<file path="src/hdl/urcc_cfg.svh">
`ifndef URCC_CFG_SVH
`define URCC_CFG_SVH

// Register byte offsets
`define URCC_OFS_CTRL 8'h00
`define URCC_OFS_STAT 8'h04
`define URCC_OFS_MASK 8'h08
`define URCC_OFS_CLR 8'h0C
`define URCC_OFS_VEC 8'h10
`define URCC_OFS_CODEC 8'h14

// Field positions
`define URCC_BIT_CONN 0
`define URCC_BIT_SHADOW 1
`define URCC_BIT_GEN 2
`define URCC_BIT_FLAG 0
`define URCC_BIT_SE0 1
`define URCC_BIT_CODEC_RESET_CTRL_BIT 0

// Interrupt vector codes
`define URCC_VEC_RESET 8'h17
`define URCC_VEC_NONE 8'h00

// Reset values
`define URCC_RST_CONN 1'b0
`define URCC_RST_SHADOW 1'b0
`define URCC_RST_GEN 1'b0
`define URCC_RST_MASK 1'b0
`define URCC_RST_CODEC_RESET_CTRL_BIT 1'b0

// Timing
`define URCC_CLK_MHZ 40
`define URCC_SE0_MIN_NS 2500
`define URCC_SE0_MIN_CYC ((`URCC_SE0_MIN_NS * `URCC_CLK_MHZ + 999) / 1000)
`define URCC_SE0_CNT_W 8
`define URCC_GRST_CYC 16
`define URCC_GRST_CNT_W 5

`endif

</file>
<file path="src/hdl/urcc_pkg.sv">
package urcc_pkg;
  // Bus reset detector states
  typedef enum logic [1:0] {DET_IDLE, DET_COUNT, DET_HELD} urcc_det_state_t;
  // Interrupt vector value
  typedef logic [7:0] urcc_vec_t;
endpackage

</file>
<file path="src/hdl/urcc_det_if.sv">
`timescale 1ns/1ps
`default_nettype none
interface urcc_det_if;
  logic usb_reset_event;
  logic se0_active;
  modport det (output usb_reset_event, output se0_active);
  modport ctl (input usb_reset_event, input se0_active);
endinterface
`default_nettype wire

</file>
<file path="src/hdl/urcc_top.sv">
// Local design decisions: the register offsets and register access over Wishbone.
`timescale 1ns/1ps
`default_nettype none
`include "urcc_cfg.svh"
module urcc_top (
  // Clock and resets
  input wire logic clk_i,
  input wire logic rst_i,
  input wire logic master_reset_in_i,
  // Wishbone slave
  input wire logic wb_cyc_i,
  input wire logic wb_stb_i,
  input wire logic wb_we_i,
  input wire logic [7:0] wb_adr_i,
  input wire logic [3:0] wb_sel_i,
  input wire logic [31:0] wb_dat_i,
  output logic [31:0] wb_dat_o,
  output logic wb_ack_o,
  // USB lines
  input wire logic dp_i,
  input wire logic dm_i,
  // DP pull-up pin
  output logic dp_pullup_enable_out_o,
  output logic dp_pullup_enable_out_oe_o,
  // Reset outputs
  output logic system_reset_out_o,
  output logic codec_reset_out_o,
  output logic usb_serial_engine_reset_o,
  output logic usb_buffer_manager_reset_o,
  // Microcontroller side
  output logic memory_shadow_o,
  output logic irq_o
);
  import urcc_pkg::*;

  urcc_det_if det_bus ();

  logic grst_active;
  logic grst_start;
  logic usb_ev;

  // Bus reset detection
  urcc_se0_detect u_det (
    .clk_i(clk_i),
    .master_reset_in_i(master_reset_in_i),
    .rst_i(rst_i),
    .dp_i(dp_i),
    .dm_i(dm_i),
    .det(det_bus)
  );

  assign usb_ev = det_bus.usb_reset_event;

  // Global reset window
  urcc_grst_stretch u_grst (
    .clk_i(clk_i),
    .master_reset_in_i(master_reset_in_i),
    .rst_i(rst_i),
    .start_i(grst_start),
    .active_o(grst_active)
  );

  // Control and status bits
  logic bus_connect_bit, next_bus_connect_bit;
  logic memory_shadow_bit, next_memory_shadow_bit;
  logic usb_reset_global_enable, next_usb_reset_global_enable;
  logic reset_mask_bit, next_reset_mask_bit;
  logic codec_reset_ctrl_bit, next_codec_reset_ctrl_bit;
  logic usb_reset_request_flag, next_usb_reset_request_flag;

  // Bus access decode
  logic req;
  logic wr_acc;
  logic lane0;
  logic clr_flag;
  urcc_vec_t vec_out;

  assign req = wb_cyc_i && wb_stb_i && !wb_ack_o;
  assign lane0 = wb_sel_i[0];
  assign wr_acc = req && wb_we_i && lane0;

  // Global reset only when enabled
  assign grst_start = usb_ev && usb_reset_global_enable;

  // Vector presented while reset interrupt pending
  always_comb begin
    vec_out = `URCC_VEC_NONE;
    if (usb_reset_request_flag && reset_mask_bit
        && !usb_reset_global_enable) begin
      vec_out = `URCC_VEC_RESET;
    end
  end

  // Software clear of the request flag
  always_comb begin
    clr_flag = 1'b0;
    if (req && wb_we_i && wb_adr_i == `URCC_OFS_VEC
        && vec_out == `URCC_VEC_RESET) begin
      clr_flag = 1'b1;
    end
    if (wr_acc && wb_adr_i == `URCC_OFS_CLR
        && wb_dat_i[`URCC_BIT_FLAG]) begin
      clr_flag = 1'b1;
    end
  end

  // Next values of control and status bits
  always_comb begin
    next_bus_connect_bit = bus_connect_bit;
    next_memory_shadow_bit = memory_shadow_bit;
    next_usb_reset_global_enable = usb_reset_global_enable;
    next_reset_mask_bit = reset_mask_bit;
    next_codec_reset_ctrl_bit = codec_reset_ctrl_bit;
    next_usb_reset_request_flag = usb_reset_request_flag;
    if (wr_acc) begin
      unique case (wb_adr_i)
        `URCC_OFS_CTRL: begin
          next_bus_connect_bit = wb_dat_i[`URCC_BIT_CONN];
          next_memory_shadow_bit = wb_dat_i[`URCC_BIT_SHADOW];
          next_usb_reset_global_enable = wb_dat_i[`URCC_BIT_GEN];
        end
        `URCC_OFS_MASK: begin
          next_reset_mask_bit = wb_dat_i[`URCC_BIT_FLAG];
        end
        `URCC_OFS_CODEC: begin
          next_codec_reset_ctrl_bit = wb_dat_i[`URCC_BIT_CODEC_RESET_CTRL_BIT];
        end
        default: begin
        end
      endcase
    end
    if (clr_flag) begin
      next_usb_reset_request_flag = 1'b0;
    end
    // Set wins over a software clear
    if (usb_ev) begin
      next_usb_reset_request_flag = 1'b1;
    end
    // Global reset spares connect, shadow and enable
    if (grst_active) begin
      next_usb_reset_request_flag = 1'b0;
      next_reset_mask_bit = `URCC_RST_MASK;
      next_codec_reset_ctrl_bit = `URCC_RST_CODEC_RESET_CTRL_BIT;
    end
  end

  // Bits kept through USB resets
  always_ff @(posedge clk_i or posedge master_reset_in_i) begin
    if (master_reset_in_i) begin
      bus_connect_bit <= `URCC_RST_CONN;
      memory_shadow_bit <= `URCC_RST_SHADOW;
      usb_reset_global_enable <= `URCC_RST_GEN;
    end else if (rst_i) begin
      bus_connect_bit <= `URCC_RST_CONN;
      memory_shadow_bit <= `URCC_RST_SHADOW;
      usb_reset_global_enable <= `URCC_RST_GEN;
    end else begin
      bus_connect_bit <= next_bus_connect_bit;
      memory_shadow_bit <= next_memory_shadow_bit;
      usb_reset_global_enable <= next_usb_reset_global_enable;
    end
  end

  // Bits cleared by a global reset
  always_ff @(posedge clk_i or posedge master_reset_in_i) begin
    if (master_reset_in_i) begin
      reset_mask_bit <= `URCC_RST_MASK;
      codec_reset_ctrl_bit <= `URCC_RST_CODEC_RESET_CTRL_BIT;
      usb_reset_request_flag <= 1'b0;
    end else if (rst_i) begin
      reset_mask_bit <= `URCC_RST_MASK;
      codec_reset_ctrl_bit <= `URCC_RST_CODEC_RESET_CTRL_BIT;
      usb_reset_request_flag <= 1'b0;
    end else begin
      reset_mask_bit <= next_reset_mask_bit;
      codec_reset_ctrl_bit <= next_codec_reset_ctrl_bit;
      usb_reset_request_flag <= next_usb_reset_request_flag;
    end
  end

  // Wishbone read data and acknowledge
  logic [31:0] next_wb_dat;
  logic next_wb_ack;
  always_comb begin
    next_wb_ack = req;
    next_wb_dat = 32'h00000000;
    if (req && !wb_we_i) begin
      unique case (wb_adr_i)
        `URCC_OFS_CTRL: begin
          next_wb_dat[`URCC_BIT_CONN] = bus_connect_bit;
          next_wb_dat[`URCC_BIT_SHADOW] = memory_shadow_bit;
          next_wb_dat[`URCC_BIT_GEN] = usb_reset_global_enable;
        end
        `URCC_OFS_STAT: begin
          next_wb_dat[`URCC_BIT_FLAG] = usb_reset_request_flag;
          next_wb_dat[`URCC_BIT_SE0] = det_bus.se0_active;
        end
        `URCC_OFS_MASK: next_wb_dat[`URCC_BIT_FLAG] = reset_mask_bit;
        `URCC_OFS_VEC: next_wb_dat[7:0] = vec_out;
        `URCC_OFS_CODEC: begin
          next_wb_dat[`URCC_BIT_CODEC_RESET_CTRL_BIT] = codec_reset_ctrl_bit;
        end
        default: next_wb_dat = 32'h00000000;
      endcase
    end
  end

  // Pin and output next values
  logic next_sysrst;
  logic next_engine_rst;
  logic next_irq;
  always_comb begin
    next_sysrst = rst_i || grst_active;
    next_engine_rst = det_bus.se0_active || grst_active;
    next_irq = usb_reset_request_flag && reset_mask_bit
               && !usb_reset_global_enable;
  end

  // Output registers
  always_ff @(posedge clk_i or posedge master_reset_in_i) begin
    if (master_reset_in_i) begin
      wb_ack_o <= 1'b0;
      wb_dat_o <= 32'h00000000;
      dp_pullup_enable_out_o <= 1'b0;
      dp_pullup_enable_out_oe_o <= 1'b0;
      system_reset_out_o <= 1'b1;
      codec_reset_out_o <= 1'b1;
      usb_serial_engine_reset_o <= 1'b1;
      usb_buffer_manager_reset_o <= 1'b1;
      memory_shadow_o <= 1'b0;
      irq_o <= 1'b0;
    end else begin
      wb_ack_o <= next_wb_ack;
      wb_dat_o <= next_wb_dat;
      dp_pullup_enable_out_o <= bus_connect_bit;
      dp_pullup_enable_out_oe_o <= bus_connect_bit;
      system_reset_out_o <= next_sysrst;
      codec_reset_out_o <= !codec_reset_ctrl_bit;
      usb_serial_engine_reset_o <= next_engine_rst || rst_i;
      usb_buffer_manager_reset_o <= next_engine_rst || rst_i;
      memory_shadow_o <= memory_shadow_bit;
      irq_o <= next_irq;
    end
  end

  chk_pullup_follows_connect: assert property (
    @(posedge clk_i) disable iff (master_reset_in_i || rst_i)
    $rose(bus_connect_bit) |=> dp_pullup_enable_out_oe_o
                               && dp_pullup_enable_out_o)
    else $error("pull-up not enabled after connect");

  chk_keep_through_reset: assert property (
    @(posedge clk_i) disable iff (master_reset_in_i || rst_i)
    (grst_active && !wr_acc) |=> $stable({bus_connect_bit,
      memory_shadow_bit, usb_reset_global_enable}))
    else $error("kept bits changed by global reset");

  chk_flag_on_reset: assert property (
    @(posedge clk_i) disable iff (master_reset_in_i || rst_i)
    (usb_ev && !grst_active) |=> usb_reset_request_flag)
    else $error("request flag not set on bus reset");

  chk_global_clears_flag: assert property (
    @(posedge clk_i) disable iff (master_reset_in_i || rst_i)
    grst_start |=> ##1 !usb_reset_request_flag)
    else $error("global reset left request flag set");

  chk_no_irq_global: assert property (
    @(posedge clk_i) disable iff (master_reset_in_i || rst_i)
    $past(usb_reset_global_enable) |-> !irq_o)
    else $error("interrupt raised in global mode");

  chk_irq_when_masked: assert property (
    @(posedge clk_i) disable iff (master_reset_in_i || rst_i)
    (usb_reset_request_flag && reset_mask_bit
     && !usb_reset_global_enable) |=> irq_o)
    else $error("masked bus reset did not interrupt");

  chk_vector_clear: assert property (
    @(posedge clk_i) disable iff (master_reset_in_i || rst_i)
    (clr_flag && !usb_ev) |=> !usb_reset_request_flag)
    else $error("vector write did not clear flag");

  chk_sysrst_global: assert property (
    @(posedge clk_i) disable iff (master_reset_in_i || rst_i)
    grst_start |-> ##2 system_reset_out_o [*8])
    else $error("system reset missing for global reset");

  chk_engine_only: assert property (
    @(posedge clk_i) disable iff (master_reset_in_i || rst_i)
    (usb_ev && !usb_reset_global_enable && !grst_active) |=>
      (usb_serial_engine_reset_o && !system_reset_out_o))
    else $error("engine-only reset misrouted");

  chk_codec_follow: assert property (
    @(posedge clk_i) disable iff (master_reset_in_i || rst_i)
    (wr_acc && wb_adr_i == `URCC_OFS_CODEC && !grst_active) |=>
      ##1 (codec_reset_out_o == !$past(wb_dat_i[`URCC_BIT_CODEC_RESET_CTRL_BIT], 2)))
    else $error("codec reset does not follow its bit");
endmodule
`default_nettype wire

</file>
<file path="src/hdl/urcc_se0_detect.sv">
`timescale 1ns/1ps
`default_nettype none
`include "urcc_cfg.svh"
module urcc_se0_detect (
  // Clock and resets
  input wire logic clk_i,
  input wire logic master_reset_in_i,
  input wire logic rst_i,
  // USB line levels
  input wire logic dp_i,
  input wire logic dm_i,
  // Detection results
  urcc_det_if.det det
);
  import urcc_pkg::*;
  localparam int W = `URCC_SE0_CNT_W;
  localparam logic [W-1:0] SE0_LAST = W'(`URCC_SE0_MIN_CYC - 1);
  localparam logic [W-1:0] CNT_ONE = W'(1);

  logic [1:0] sync1;
  logic [1:0] sync2;
  logic se0;
  urcc_det_state_t state, next_state;
  logic [W-1:0] cnt, next_cnt;
  logic event_q, next_event;

  // Two-flop line synchroniser
  always_ff @(posedge clk_i or posedge master_reset_in_i) begin
    if (master_reset_in_i) begin
      sync1 <= 2'h0;
      sync2 <= 2'h0;
    end else begin
      sync1 <= {dp_i, dm_i};
      sync2 <= sync1;
    end
  end
  assign se0 = (sync2 == 2'h0);

  // Count consecutive single-ended zero cycles
  always_comb begin
    next_state = state;
    next_cnt = cnt;
    next_event = 1'b0;
    unique case (state)
      DET_IDLE: begin
        if (se0) begin
          next_state = DET_COUNT;
          next_cnt = CNT_ONE;
        end
      end
      DET_COUNT: begin
        if (!se0) begin
          next_state = DET_IDLE;
        end else if (cnt == SE0_LAST) begin
          next_state = DET_HELD;
          next_event = 1'b1;
        end else begin
          next_cnt = cnt + CNT_ONE;
        end
      end
      DET_HELD: begin
        if (!se0) begin
          next_state = DET_IDLE;
        end
      end
      default: next_state = DET_IDLE;
    endcase
  end

  // Detector state registers
  always_ff @(posedge clk_i or posedge master_reset_in_i) begin
    if (master_reset_in_i) begin
      state <= DET_IDLE;
      cnt <= '0;
      event_q <= 1'b0;
    end else if (rst_i) begin
      state <= DET_IDLE;
      cnt <= '0;
      event_q <= 1'b0;
    end else begin
      state <= next_state;
      cnt <= next_cnt;
      event_q <= next_event;
    end
  end

  assign det.usb_reset_event = event_q;
  assign det.se0_active = (state == DET_HELD);

  // Helper: run length of SE0 for checking
  logic [W-1:0] run;
  always_ff @(posedge clk_i or posedge master_reset_in_i) begin
    if (master_reset_in_i) begin
      run <= '0;
    end else if (!se0) begin
      run <= '0;
    end else if (run != {W{1'b1}}) begin
      run <= run + CNT_ONE;
    end
  end

  chk_se0_min_time: assert property (
    @(posedge clk_i) disable iff (master_reset_in_i || rst_i)
    $rose(event_q) |-> ($past(run) >= SE0_LAST))
    else $error("bus reset flagged before minimum SE0 time");
endmodule
`default_nettype wire

</file>
<file path="src/hdl/urcc_grst_stretch.sv">
`timescale 1ns/1ps
`default_nettype none
`include "urcc_cfg.svh"
module urcc_grst_stretch (
  // Clock and resets
  input wire logic clk_i,
  input wire logic master_reset_in_i,
  input wire logic rst_i,
  // Trigger and window
  input wire logic start_i,
  output logic active_o
);
  import urcc_pkg::*;
  localparam int W = `URCC_GRST_CNT_W;
  localparam logic [W-1:0] LEN = W'(`URCC_GRST_CYC);
  localparam logic [W-1:0] ONE = W'(1);

  logic [W-1:0] cnt, next_cnt;

  // Load on trigger, count down to zero
  always_comb begin
    next_cnt = cnt;
    if (start_i) begin
      next_cnt = LEN;
    end else if (cnt != '0) begin
      next_cnt = cnt - ONE;
    end
  end

  // Window counter register
  always_ff @(posedge clk_i or posedge master_reset_in_i) begin
    if (master_reset_in_i) begin
      cnt <= '0;
    end else if (rst_i) begin
      cnt <= '0;
    end else begin
      cnt <= next_cnt;
    end
  end

  assign active_o = (cnt != '0);

  chk_window_length: assert property (
    @(posedge clk_i) disable iff (master_reset_in_i || rst_i)
    start_i |=> active_o [*8])
    else $error("global reset window too short");
endmodule
`default_nettype wire

</file>
<file path="config.mk">
export PLATFORM = sky130hd
export DESIGN_NAME = urcc_top
export DESIGN_NICKNAME = d
export VERILOG_FILES = /design/src/hdl/urcc_pkg.sv /design/src/hdl/urcc_det_if.sv /design/src/hdl/urcc_top.sv /design/src/hdl/urcc_se0_detect.sv /design/src/hdl/urcc_grst_stretch.sv
export VERILOG_INCLUDE_DIRS = /design/src /design/src/hdl
export SDC_FILE = /design/constraint.sdc
export NUM_CORES = 1
export LEC_CHECK = 0
export CAP_MARGIN = 30
export CORE_ASPECT_RATIO = 1.2
export CORE_MARGIN = 2
export CORE_UTILIZATION = 61
export CTS_CLUSTER_DIAMETER = 80
export DETAILED_ROUTE_END_ITERATION = 16
export DONT_BUFFER_PORTS = 1
export GPL_ROUTABILITY_DRIVEN = 1
export PLACE_DENSITY = 0.77
export REMOVE_ABC_BUFFERS = 1
export SLEW_MARGIN = 10
export SYNTH_ARGS = -nofsm -noshare
export SYNTH_HDL_FRONTEND = slang
export SYNTH_SLANG_ARGS = --single-unit
export TNS_END_PERCENT = 30
</file>
<file path="constraint.sdc">
create_clock -name clk_i -period 3.3 [get_ports clk_i]
set_clock_uncertainty 0.2 [all_clocks]
set_input_delay 0.495 -clock clk_i [delete_from_list [all_inputs] [get_ports clk_i]]
set_output_delay 0.495 -clock clk_i [all_outputs]
set_load 0.05 [all_outputs]
</file>
==> results of run 1 <==
flip-flops by register name, summed over array words and instances, names as in the netlist, 2 cells and up:
| name | count |
|---|---|
| u_det.cnt | 8 |
| wb_dat_o | 4 |
| u_det.sync2 | 2 |
| u_det.state | 2 |
| u_grst.cnt | 5 |
| u_det.sync1 | 2 |
cells in the mapped netlist (4+ instances only):
| master | instances | area, sq um |
|---|---|---|
| nand3_1 | 7 | 35.0 |
| dfrtp_1 | 34 | 851 |
| nor4_1 | 4 | 25.0 |
| nor3_1 | 6 | 30.0 |
| nand2_1 | 15 | 56.3 |
| nor2_1 | 15 | 56.3 |
| o21ai_0 | 4 | 20.0 |
| buf_4 | 31 | 233 |
| inv_1 | 8 | 30.0 |
| a21oi_1 | 7 | 35.0 |
| mux2i_1 | 7 | 70.1 |
| nand2b_1 | 9 | 56.3 |
| a211oi_1 | 4 | 30.0 |
layout make-up:
class	instances	area, sq um	share of cell area [%]
Multi-Input combinational cell	153	937	45.3
Sequential cell	37	930	44.9
Clock buffer	8	90.1	4.35
Tap cell	37	46.3	2.24
Timing Repair Buffer	4	37.5	1.81
Inverter	8	30.0	1.45
stage by stage:
step / setup WS, ns / cell area (sq um)
after floorplan: 1.35 / 1900
after global placement: 1.27 / 1950
after detailed placement: 1.20 / 1950
after CTS: 1.19 / 2050
after global routing: 1.07 / 2070
final: 1.21 / 2070
path summary, 6_finish.rpt:
check / slack, ns / cells past startpoint / endpoint
worst min register to register: 0.16 / 0 / u_det.sync2[0]
worst max-delay path: 1.21 / 6 / reset_mask_bit
worst max register to register: 1.21 / 6 / reset_mask_bit
min in group asynchronous: 0.56 / 3 / u_det.cnt[4]
worst min-delay path: 0.06 / 1 / u_det.state[0]
max in group asynchronous: 2.00 / 3 / system_reset_out_o
power by group:
part	internal, mW	switching, mW
clock network	0.170	0.154
logic	0.0820	0.180
registers	0.501	0.0939
cells in the final DEF (no fill, tap or decap), types with 2 or more instances in the layout:
| cell type | n |
|---|---|
| mux2_2 | 2 |
| a21oi_1 | 7 |
| dlygate4sd3_1 | 3 |
| ha_1 | 2 |
| inv_1 | 8 |
| and2_1 | 2 |
| xnor2_1 | 3 |
| mux2i_1 | 7 |
| conb_1 | 28 |
| or4b_1 | 2 |
| nor2_1 | 15 |
| nand4_1 | 3 |
| nor2b_1 | 2 |
| nand3_1 | 7 |
| a211oi_1 | 4 |
| nand2b_1 | 9 |
| nor3_1 | 6 |
| or3_1 | 3 |
| nand2_1 | 15 |
| and4b_1 | 3 |
| o21ai_0 | 4 |
| clkbuf_8 | 6 |
| clkbuf_1 | 2 |
| and4_1 | 2 |
| dfstp_2 | 3 |
| nor4_1 | 4 |
| o21ai_1 | 2 |
| dfrtp_1 | 34 |
| nand3b_1 | 3 |
layer usage:
| layer | vias up | wire (um) |
|---|---|---|
| met5 | - | 0 |
| met3 | 11 | 201 |
| met4 | 0 | 102 |
| li1 | 663 | - |
| met2 | 51 | 1950 |
| met1 | 709 | 1340 |
worst max-delay path: cells and delay by family (launching register included):
| family | cells | cell delay [ns] |
|---|---|---|
| compound gates | 1 | 0.19 |
| flops | 1 | 0.42 |
| simple gates | 3 | 0.91 |
| buf+inv | 1 | 0.08 |
| fa+ha+maj | 1 | 0.19 |
logic make-up (layout without fill, tap and decap cells):
logic type,after synthesis,after routing,share of synthesized area [%]
and+or+nand+nor,85,85,24.8
adders and majority gates,2,2,1.21
muxes,9,9,4.48
buffers and inverters,45,20,14.6
xor gates and xnor gates,4,4,1.70
other,1,28,0.181
DFF,37,37,45.0
AOI/OAI and AO/OA,25,25,8.05
what timing repair did:
| item | CTS | global route |
|---|---|---|
| endpoints found under the hold margin | 8 | 2 |
| hold buffers | 1 | 2 |
| endpoints found under the setup margin | 0 | 0 |
==> results.md, run 1 <==
Place:
- The weighted congestion reported at the end of routability-driven placement is approximately 0.95.
- The half-perimeter wire length after placement is approximately 2600 um.
- The cell count after placement is 236.
- The count of port buffers added during placement is 0.

Power and ir drop:
- The worst-case IR drop observed on VDD is 447 uV.
- For this design the static power due to leakage is around 0.9 nW.
- The power per cell area is around 570 nW/um^2.
- The post-route total power is ~1.2 mW.

Floorplan:
- The area of the core is between 3000 and 4000 sq um.
- In this run the core area contains 23 standard-cell rows.
- The initial utilization of the core area, before any placement, comes to ~63%.
- The die covers a little under 4000 sq um.
- The die is 67.8 um tall.
- The die span in x is approximately 57 um.
- between 90 and 100 I/O pins were placed.

Run:
- The reported max-cap violation count is 0.

Clock tree:
- After clock tree synthesis, the repair step resized 0 gates.
- The number of CTS-inserted buffers is 5.
- The buffers inserted during post-CTS setup optimization is 0.
- The total number of clock tree sinks is 37.
- The maximum clock path buffer count is 2.
- The library cell used as clock root buffer is clkbuf_8.
- The later pin in the worst-skew pair is clocked with a latency of ~0.29 ns.
- TritonCTS built the clock tree.
- The H-tree depth is 2.
- After clock tree synthesis, the clock-pin slew on the worst setup and hold paths is ~0.07 ns.

Setup path:
- The startpoint identified for the worst register-to-register timing path is u_grst.cnt[0].
- STA classifies the critical path startpoint as a flop.
- The maximum fanout along the worst path is 7.
- The peak per-stage delay on the critical path is 0.64 ns.
- The critical path is of the reg -> reg type.
- The endpoint kind of the worst setup timing path is a flop.
- For the worst setup path, the data arrival time is around 2.1 ns.
- The critical path starts at u_grst.cnt[0].
- The library cell contributing the largest single delay on the critical path is or4b_1.
- Data on the critical path is required at its endpoint by ~3.3 ns.
- The signal on the critical path passes through inv_1 -> ha_1 -> or4b_1 -> nor2_8 -> nand2_2 -> o41ai_2.

Routing:
- The total length of routed wires is roughly 3600 um.
- Across all layers, the routed design uses about 1400 vias.
- The remaining antenna violation count after routing is 0.
- The detailed router finished its first iteration with 45 violations.
- The count of TritonRoute iterations in the first routing pass is 5.
- After detailed routing, the number of remaining DRC violations is 0.
- The average wire per standard cell is around 15 um.
- After detailed routing, the number of vias per cell comes to slightly below 6.

Synthesis:
- Synthesis instantiated 48 different standard cells from the library.
- The count of synthesis-stage warnings from yosys is 0.
- The number of register bits inferred by synthesis is 37.
- The number of enable flip-flop cells after synthesis is 0.
- In this run the cell area of the synthesized design comes to between 2000 and 2500 sq um.
- The sequential cell area fraction in the yosys report is about 45%.
- The average cell area after synthesis is a little under 10 sq um.
- Of all flip-flops after synthesis, the portion carrying an async set or reset was 100%.
- Synthesis produced approximately 210 cells.
- Among all flip-flop cells after synthesis, the most frequent one is dfrtp_1.

Timing:
- Setup violations remaining at the end of the flow were counted as 0.
- Static timing analysis puts the maximum clock frequency at around 480 MHz.
- The total count of max-transition violations in the final report is 0.
- The total count of hold-check failures in the final report is 0.
- The share of the clock period used by the worst path after layout is a little under two thirds.
- The worst slew margin relative to its limit is 41.9%.
- The final critical delay including setup and external delays is ~2.1 ns.
- Setup repair after global routing left no endpoint under its margin.
- For the pin with the worst max-slew slack, the measured transition is 0.872 ns.
- Final hold analysis gives a worst-case slack of between 0.05 and 0.06 ns.
- Adding up every negative setup slack in the final design gives 0 ns.

Global route:
- Global routing consumed, on the met2 layer, a little under two fifths of the routing resources.
- The initial antenna violation count came to 0.
- The routing usage on met1 is 20.8%.
- Global routing finished with a remaining overflow of 0.
- The global-route met3 utilization is 7.28%.
- The total global routing track utilization is a little over a fifth.
- The global-route wire length before repair is 6020 um.
- The number of global-route vias before repair came to 1380.
- The highest-utilization routing layer at the global route stage is met2.
- The maximum number of pins on one net before global-route repair is 38.

Layout:
- The count of fill cells added during filler insertion is between 200 and 300.
- The finished layout holds about 250 standard cells, fillers aside.
- For this run, the share of the core covered by cells in the final layout is a little over three fifths.
- The final net count is approximately 260.
- The number of antenna diodes in the final layout is 0.
- The share of post-route cells with drive strength above 1 is under 10%.
- The area growth from synthesis to final layout is 0.182%.

Min path:
- The type of the most critical hold path is in -> reg.
- The worst hold path begins at rst_i.

Outcome:
- The flow ran to the end, and the final reports show no timing, DRC or antenna violations.
Note: power is estimated with default switching activity, not from simulation.
==> run 2: changes to the inputs <==
--- a/config.mk
+++ b/config.mk
@@ -9,12 +9,12 @@
 export CAP_MARGIN = 30
 export CORE_ASPECT_RATIO = 1.2
 export CORE_MARGIN = 2
-export CORE_UTILIZATION = 61
+export CORE_UTILIZATION = 56
 export CTS_CLUSTER_DIAMETER = 80
 export DETAILED_ROUTE_END_ITERATION = 16
 export DONT_BUFFER_PORTS = 1
 export GPL_ROUTABILITY_DRIVEN = 1
-export PLACE_DENSITY = 0.77
+export PLACE_DENSITY = 0.74
 export REMOVE_ABC_BUFFERS = 1
 export SLEW_MARGIN = 10
 export SYNTH_ARGS = -nofsm -noshare
==> constraint.sdc (replaced) <==
create_clock -name clk_i -period 1.85 [get_ports clk_i]
set_clock_uncertainty 0.2 [all_clocks]
set_input_delay 0.2775 -clock clk_i [delete_from_list [all_inputs] [get_ports clk_i]]
set_output_delay 0.2775 -clock clk_i [all_outputs]
set_load 0.05 [all_outputs]
==> run 2 against run 1 <==
Sequential share of layout area decreased by 5.4 points. Clock power increased by 80%. The run now ends with hold timing left. Setup slack got worse by 1.2 ns.
==> results.md, run 2 (synthesis gave the netlist of run 1 again) <==
Clock tree:
- The total number of clock tree sinks is 37.
- Clock tree synthesis inserted a total of 5 buffers.
- Clock tree synthesis selected as its root buffer the cell clkbuf_8.
- CTS built an H-tree with a depth of 2.
- The clock insertion delay at the later pin of the skew report is 0.30 ns.
- The maximum clock path buffer count is 2.
- After clock tree synthesis, the clock-pin slew on the worst setup and hold paths is ~0.080 ns.
- TritonCTS built the clock tree.

Timing:
- The share of the clock period used by the worst path after layout is a little over nine tenths.
- The total count of max-transition violations in the final report is 0.
- The final critical delay including setup and external delays is roughly 1.8 ns.
- Final hold analysis gives a worst-case slack of -0.147 ns.
- Setup violations remaining at the end of the flow were counted as 0.
- The top achievable clock speed is 547 MHz.
- The total count of hold-check failures in the final report is 9.
- Setup repair after global routing could not meet its margin everywhere.

Routing:
- Dividing the detail-routed wire length by the instance count gives about 14 um.
- The number of vias per cell after detailed routing is roughly 5.4.
- For this run, design rule violations remaining after detail routing come to 0.
- Across all layers, the routed design uses around 1500 vias.
- The detail route stage leaves a number of antenna-violating nets equal to 0.
- After the first detailed-routing iteration, the DRC count stood at between 100 and 150.
- The count of TritonRoute iterations in the first routing pass is 4.
- Summed over all layers, the routed wires come to roughly 4000 um.

Layout:
- The post-route cell area is approximately 2400 sq um.
- Cells with a size suffix above 1 make up about 16% of the layout.
- The antenna diode instance count is 0.
- In the final layout, the registers with the most flip-flops are u_det.cnt: 8 flops, u_grst.cnt: 5 flops, wb_dat_o: 4 flops.
- The register with the most flip-flops in the layout has 8 of them.
- The count of fill cells added during filler insertion is just over 300.
- The top cell types in the final layout, fill and taps aside, are dfrtp_1, conb_1, dlygate4sd3_1.
- The final net count is a little under 300.
- The area growth from synthesis to final layout is 13.9%.
- The commonest non-fill, non-tap cell in the layout is dfrtp_1.
- The register with the most flip-flops is u_det.cnt.

Setup path:
- On the worst path, the slowest cell contributes a delay of approximately 0.5 ns.
- The signal on the critical path passes through inv_1 -> ha_2 -> or4b_4 -> nor2_8 -> nand2_2 -> o41ai_2.
- Of all nets on the critical path, the largest fanout is 6.
- The critical path class is reg -> reg.
- The endpoint identified for the worst register-to-register timing path is reset_mask_bit.
- The endpoint kind of the worst setup timing path is a flop.
- STA puts the critical path data arrival time at ~1.8 ns.
- The required time at the endpoint of the critical path is 1.85 ns.
- The setup slack of the worst register-to-register path is between 0.02 and 0.025 ns.
- The library cell contributing the largest single delay on the critical path is or4b_4.
- Measured in cells, the most critical reg-to-reg path has a length of 6.
- The worst setup path is launched from a flop.
- The worst register-to-register path begins at u_grst.cnt[0].

Global route:
- Global routing used 21.3% of the available tracks.
- The initial antenna violation count is 0.
- The maximum number of pins on one net before global-route repair is 38.
- Summed over all layers, the global routing overflow is 0.
- The number of global-route vias before repair is between 1500 and 2000.
- The first global-routing pass estimated about 6700 um of wire.

Power and ir drop:
- In this run the power density over the cells is between 900 and 1000 nW/um^2.
- The post-route total power is about 2.3 mW.
- The analysis attributes to cell leakage a power of ~1.0 nW.
- The worst-case IR drop observed on VDD is around 570 uV.

Floorplan:
- Measured along the x axis, the die boundary spans between 50 and 60 um.
- 93 I/O pins were placed.
- The number of core rows is 24.
- The total die area is around 4200 sq um.
- The initial utilization of the core area, before any placement, comes to between 50% and 60%.
- The floorplan die height is between 70 and 80 um.
- After floorplanning, the core was sized to cover around 3600 sq um.

Min path:
- The source of the worst hold timing path is rst_i.
- The path class of the tightest hold or removal check is in -> reg.
- The number of cells on the worst hold path is 1.
- The endpoint of the worst hold path is u_det.state[0].

Outcome:
- The final reports fail on hold timing.
- The run finished, with violations left.

Place:
- The weighted congestion reported at the end of routability-driven placement is ~0.9.
- The count of port buffers added during placement is 0.
- In this run the cell area measured after placement is 2040 sq um.
- Detailed placement finished with a half-perimeter wire length of between 2000 and 3000 um.

Run:
- The reported max-cap violation count is 0.
## run 2: critical path: cells and delay by family (launching register included)
kind / cells / cell delay (ns)
AOI/OAI and AO/OA: 1 / 0.19
and+or+nand+nor: 3 / 0.72
DFF: 1 / 0.38
adders and majority gates: 1 / 0.18
buffers and inverters: 1 / 0.06
## run 2: per-stage QoR
| stage | utilization (%) | setup WS, ns | cells | setup TNS (ns) |
|---|---|---|---|---|
| 2_1_floorplan | - | -0.0990 | 198 | -0.138 |
| 3_3_place_gp | 57.0 | -0.0219 | 249 | -0.0327 |
| 3_5_place_dp | 57.0 | -0.0882 | 249 | -0.242 |
| 4_1_cts | 65.1 | -0.00244 | 276 | -0.00244 |
| 5_1_grt | 65.9 | -0.0639 | 277 | -0.136 |
| 6_report | 65.9 | 0.0227 | 277 | 0 |
## run 2: layer usage
metal	GRT usage (%)	vias to the layer above	wire length [um]
met5	0	-	0
met3	6.03	9	204
li1	-	721	-
met4	12.4	0	107
met2	35.7	53	2160
met1	23.3	716	1490
## run 2: worst max-delay path by stage
stage | startpoint | endpoint | slack [ns]
floorplan | u_grst.cnt[0] | reset_mask_bit | -0.1
global placement | u_grst.cnt[0] | reset_mask_bit | -0.02
detailed placement | u_grst.cnt[0] | u_grst.cnt[0] | -0.09
CTS | u_grst.cnt[0] | reset_mask_bit | -0.002
global route | u_grst.cnt[1] | reset_mask_bit | -0.06
finish | u_grst.cnt[0] | reset_mask_bit | 0.02
## run 2: power by group
group / internal, mW / switching [mW] / total, mW / leakage, nW
Combinational: 0.305 / 0.399 / 0.703 / 0.490
Sequential: 0.893 / 0.143 / 1.04 / 0.491
Clock: 0.304 / 0.279 / 0.582 / 0.0455
## run 2: what timing repair did
action,in CTS,in global routing
pin swaps,0,1
setup endpoints to repair,5,10
gates resized for setup,2,6
hold endpoints to repair,53,9
buffers inserted,0,0
hold buffers,19,1
## run 2: layout make-up
type	instances	area [sq um]	share of cell area (%)
inverters	8	30.0	1.28
multi-input cells	153	965	41.0
repair buffers	32	290	12.3
clock buffers	8	90.1	3.83
well taps	39	48.8	2.07
flip-flops and latches	37	930	39.5
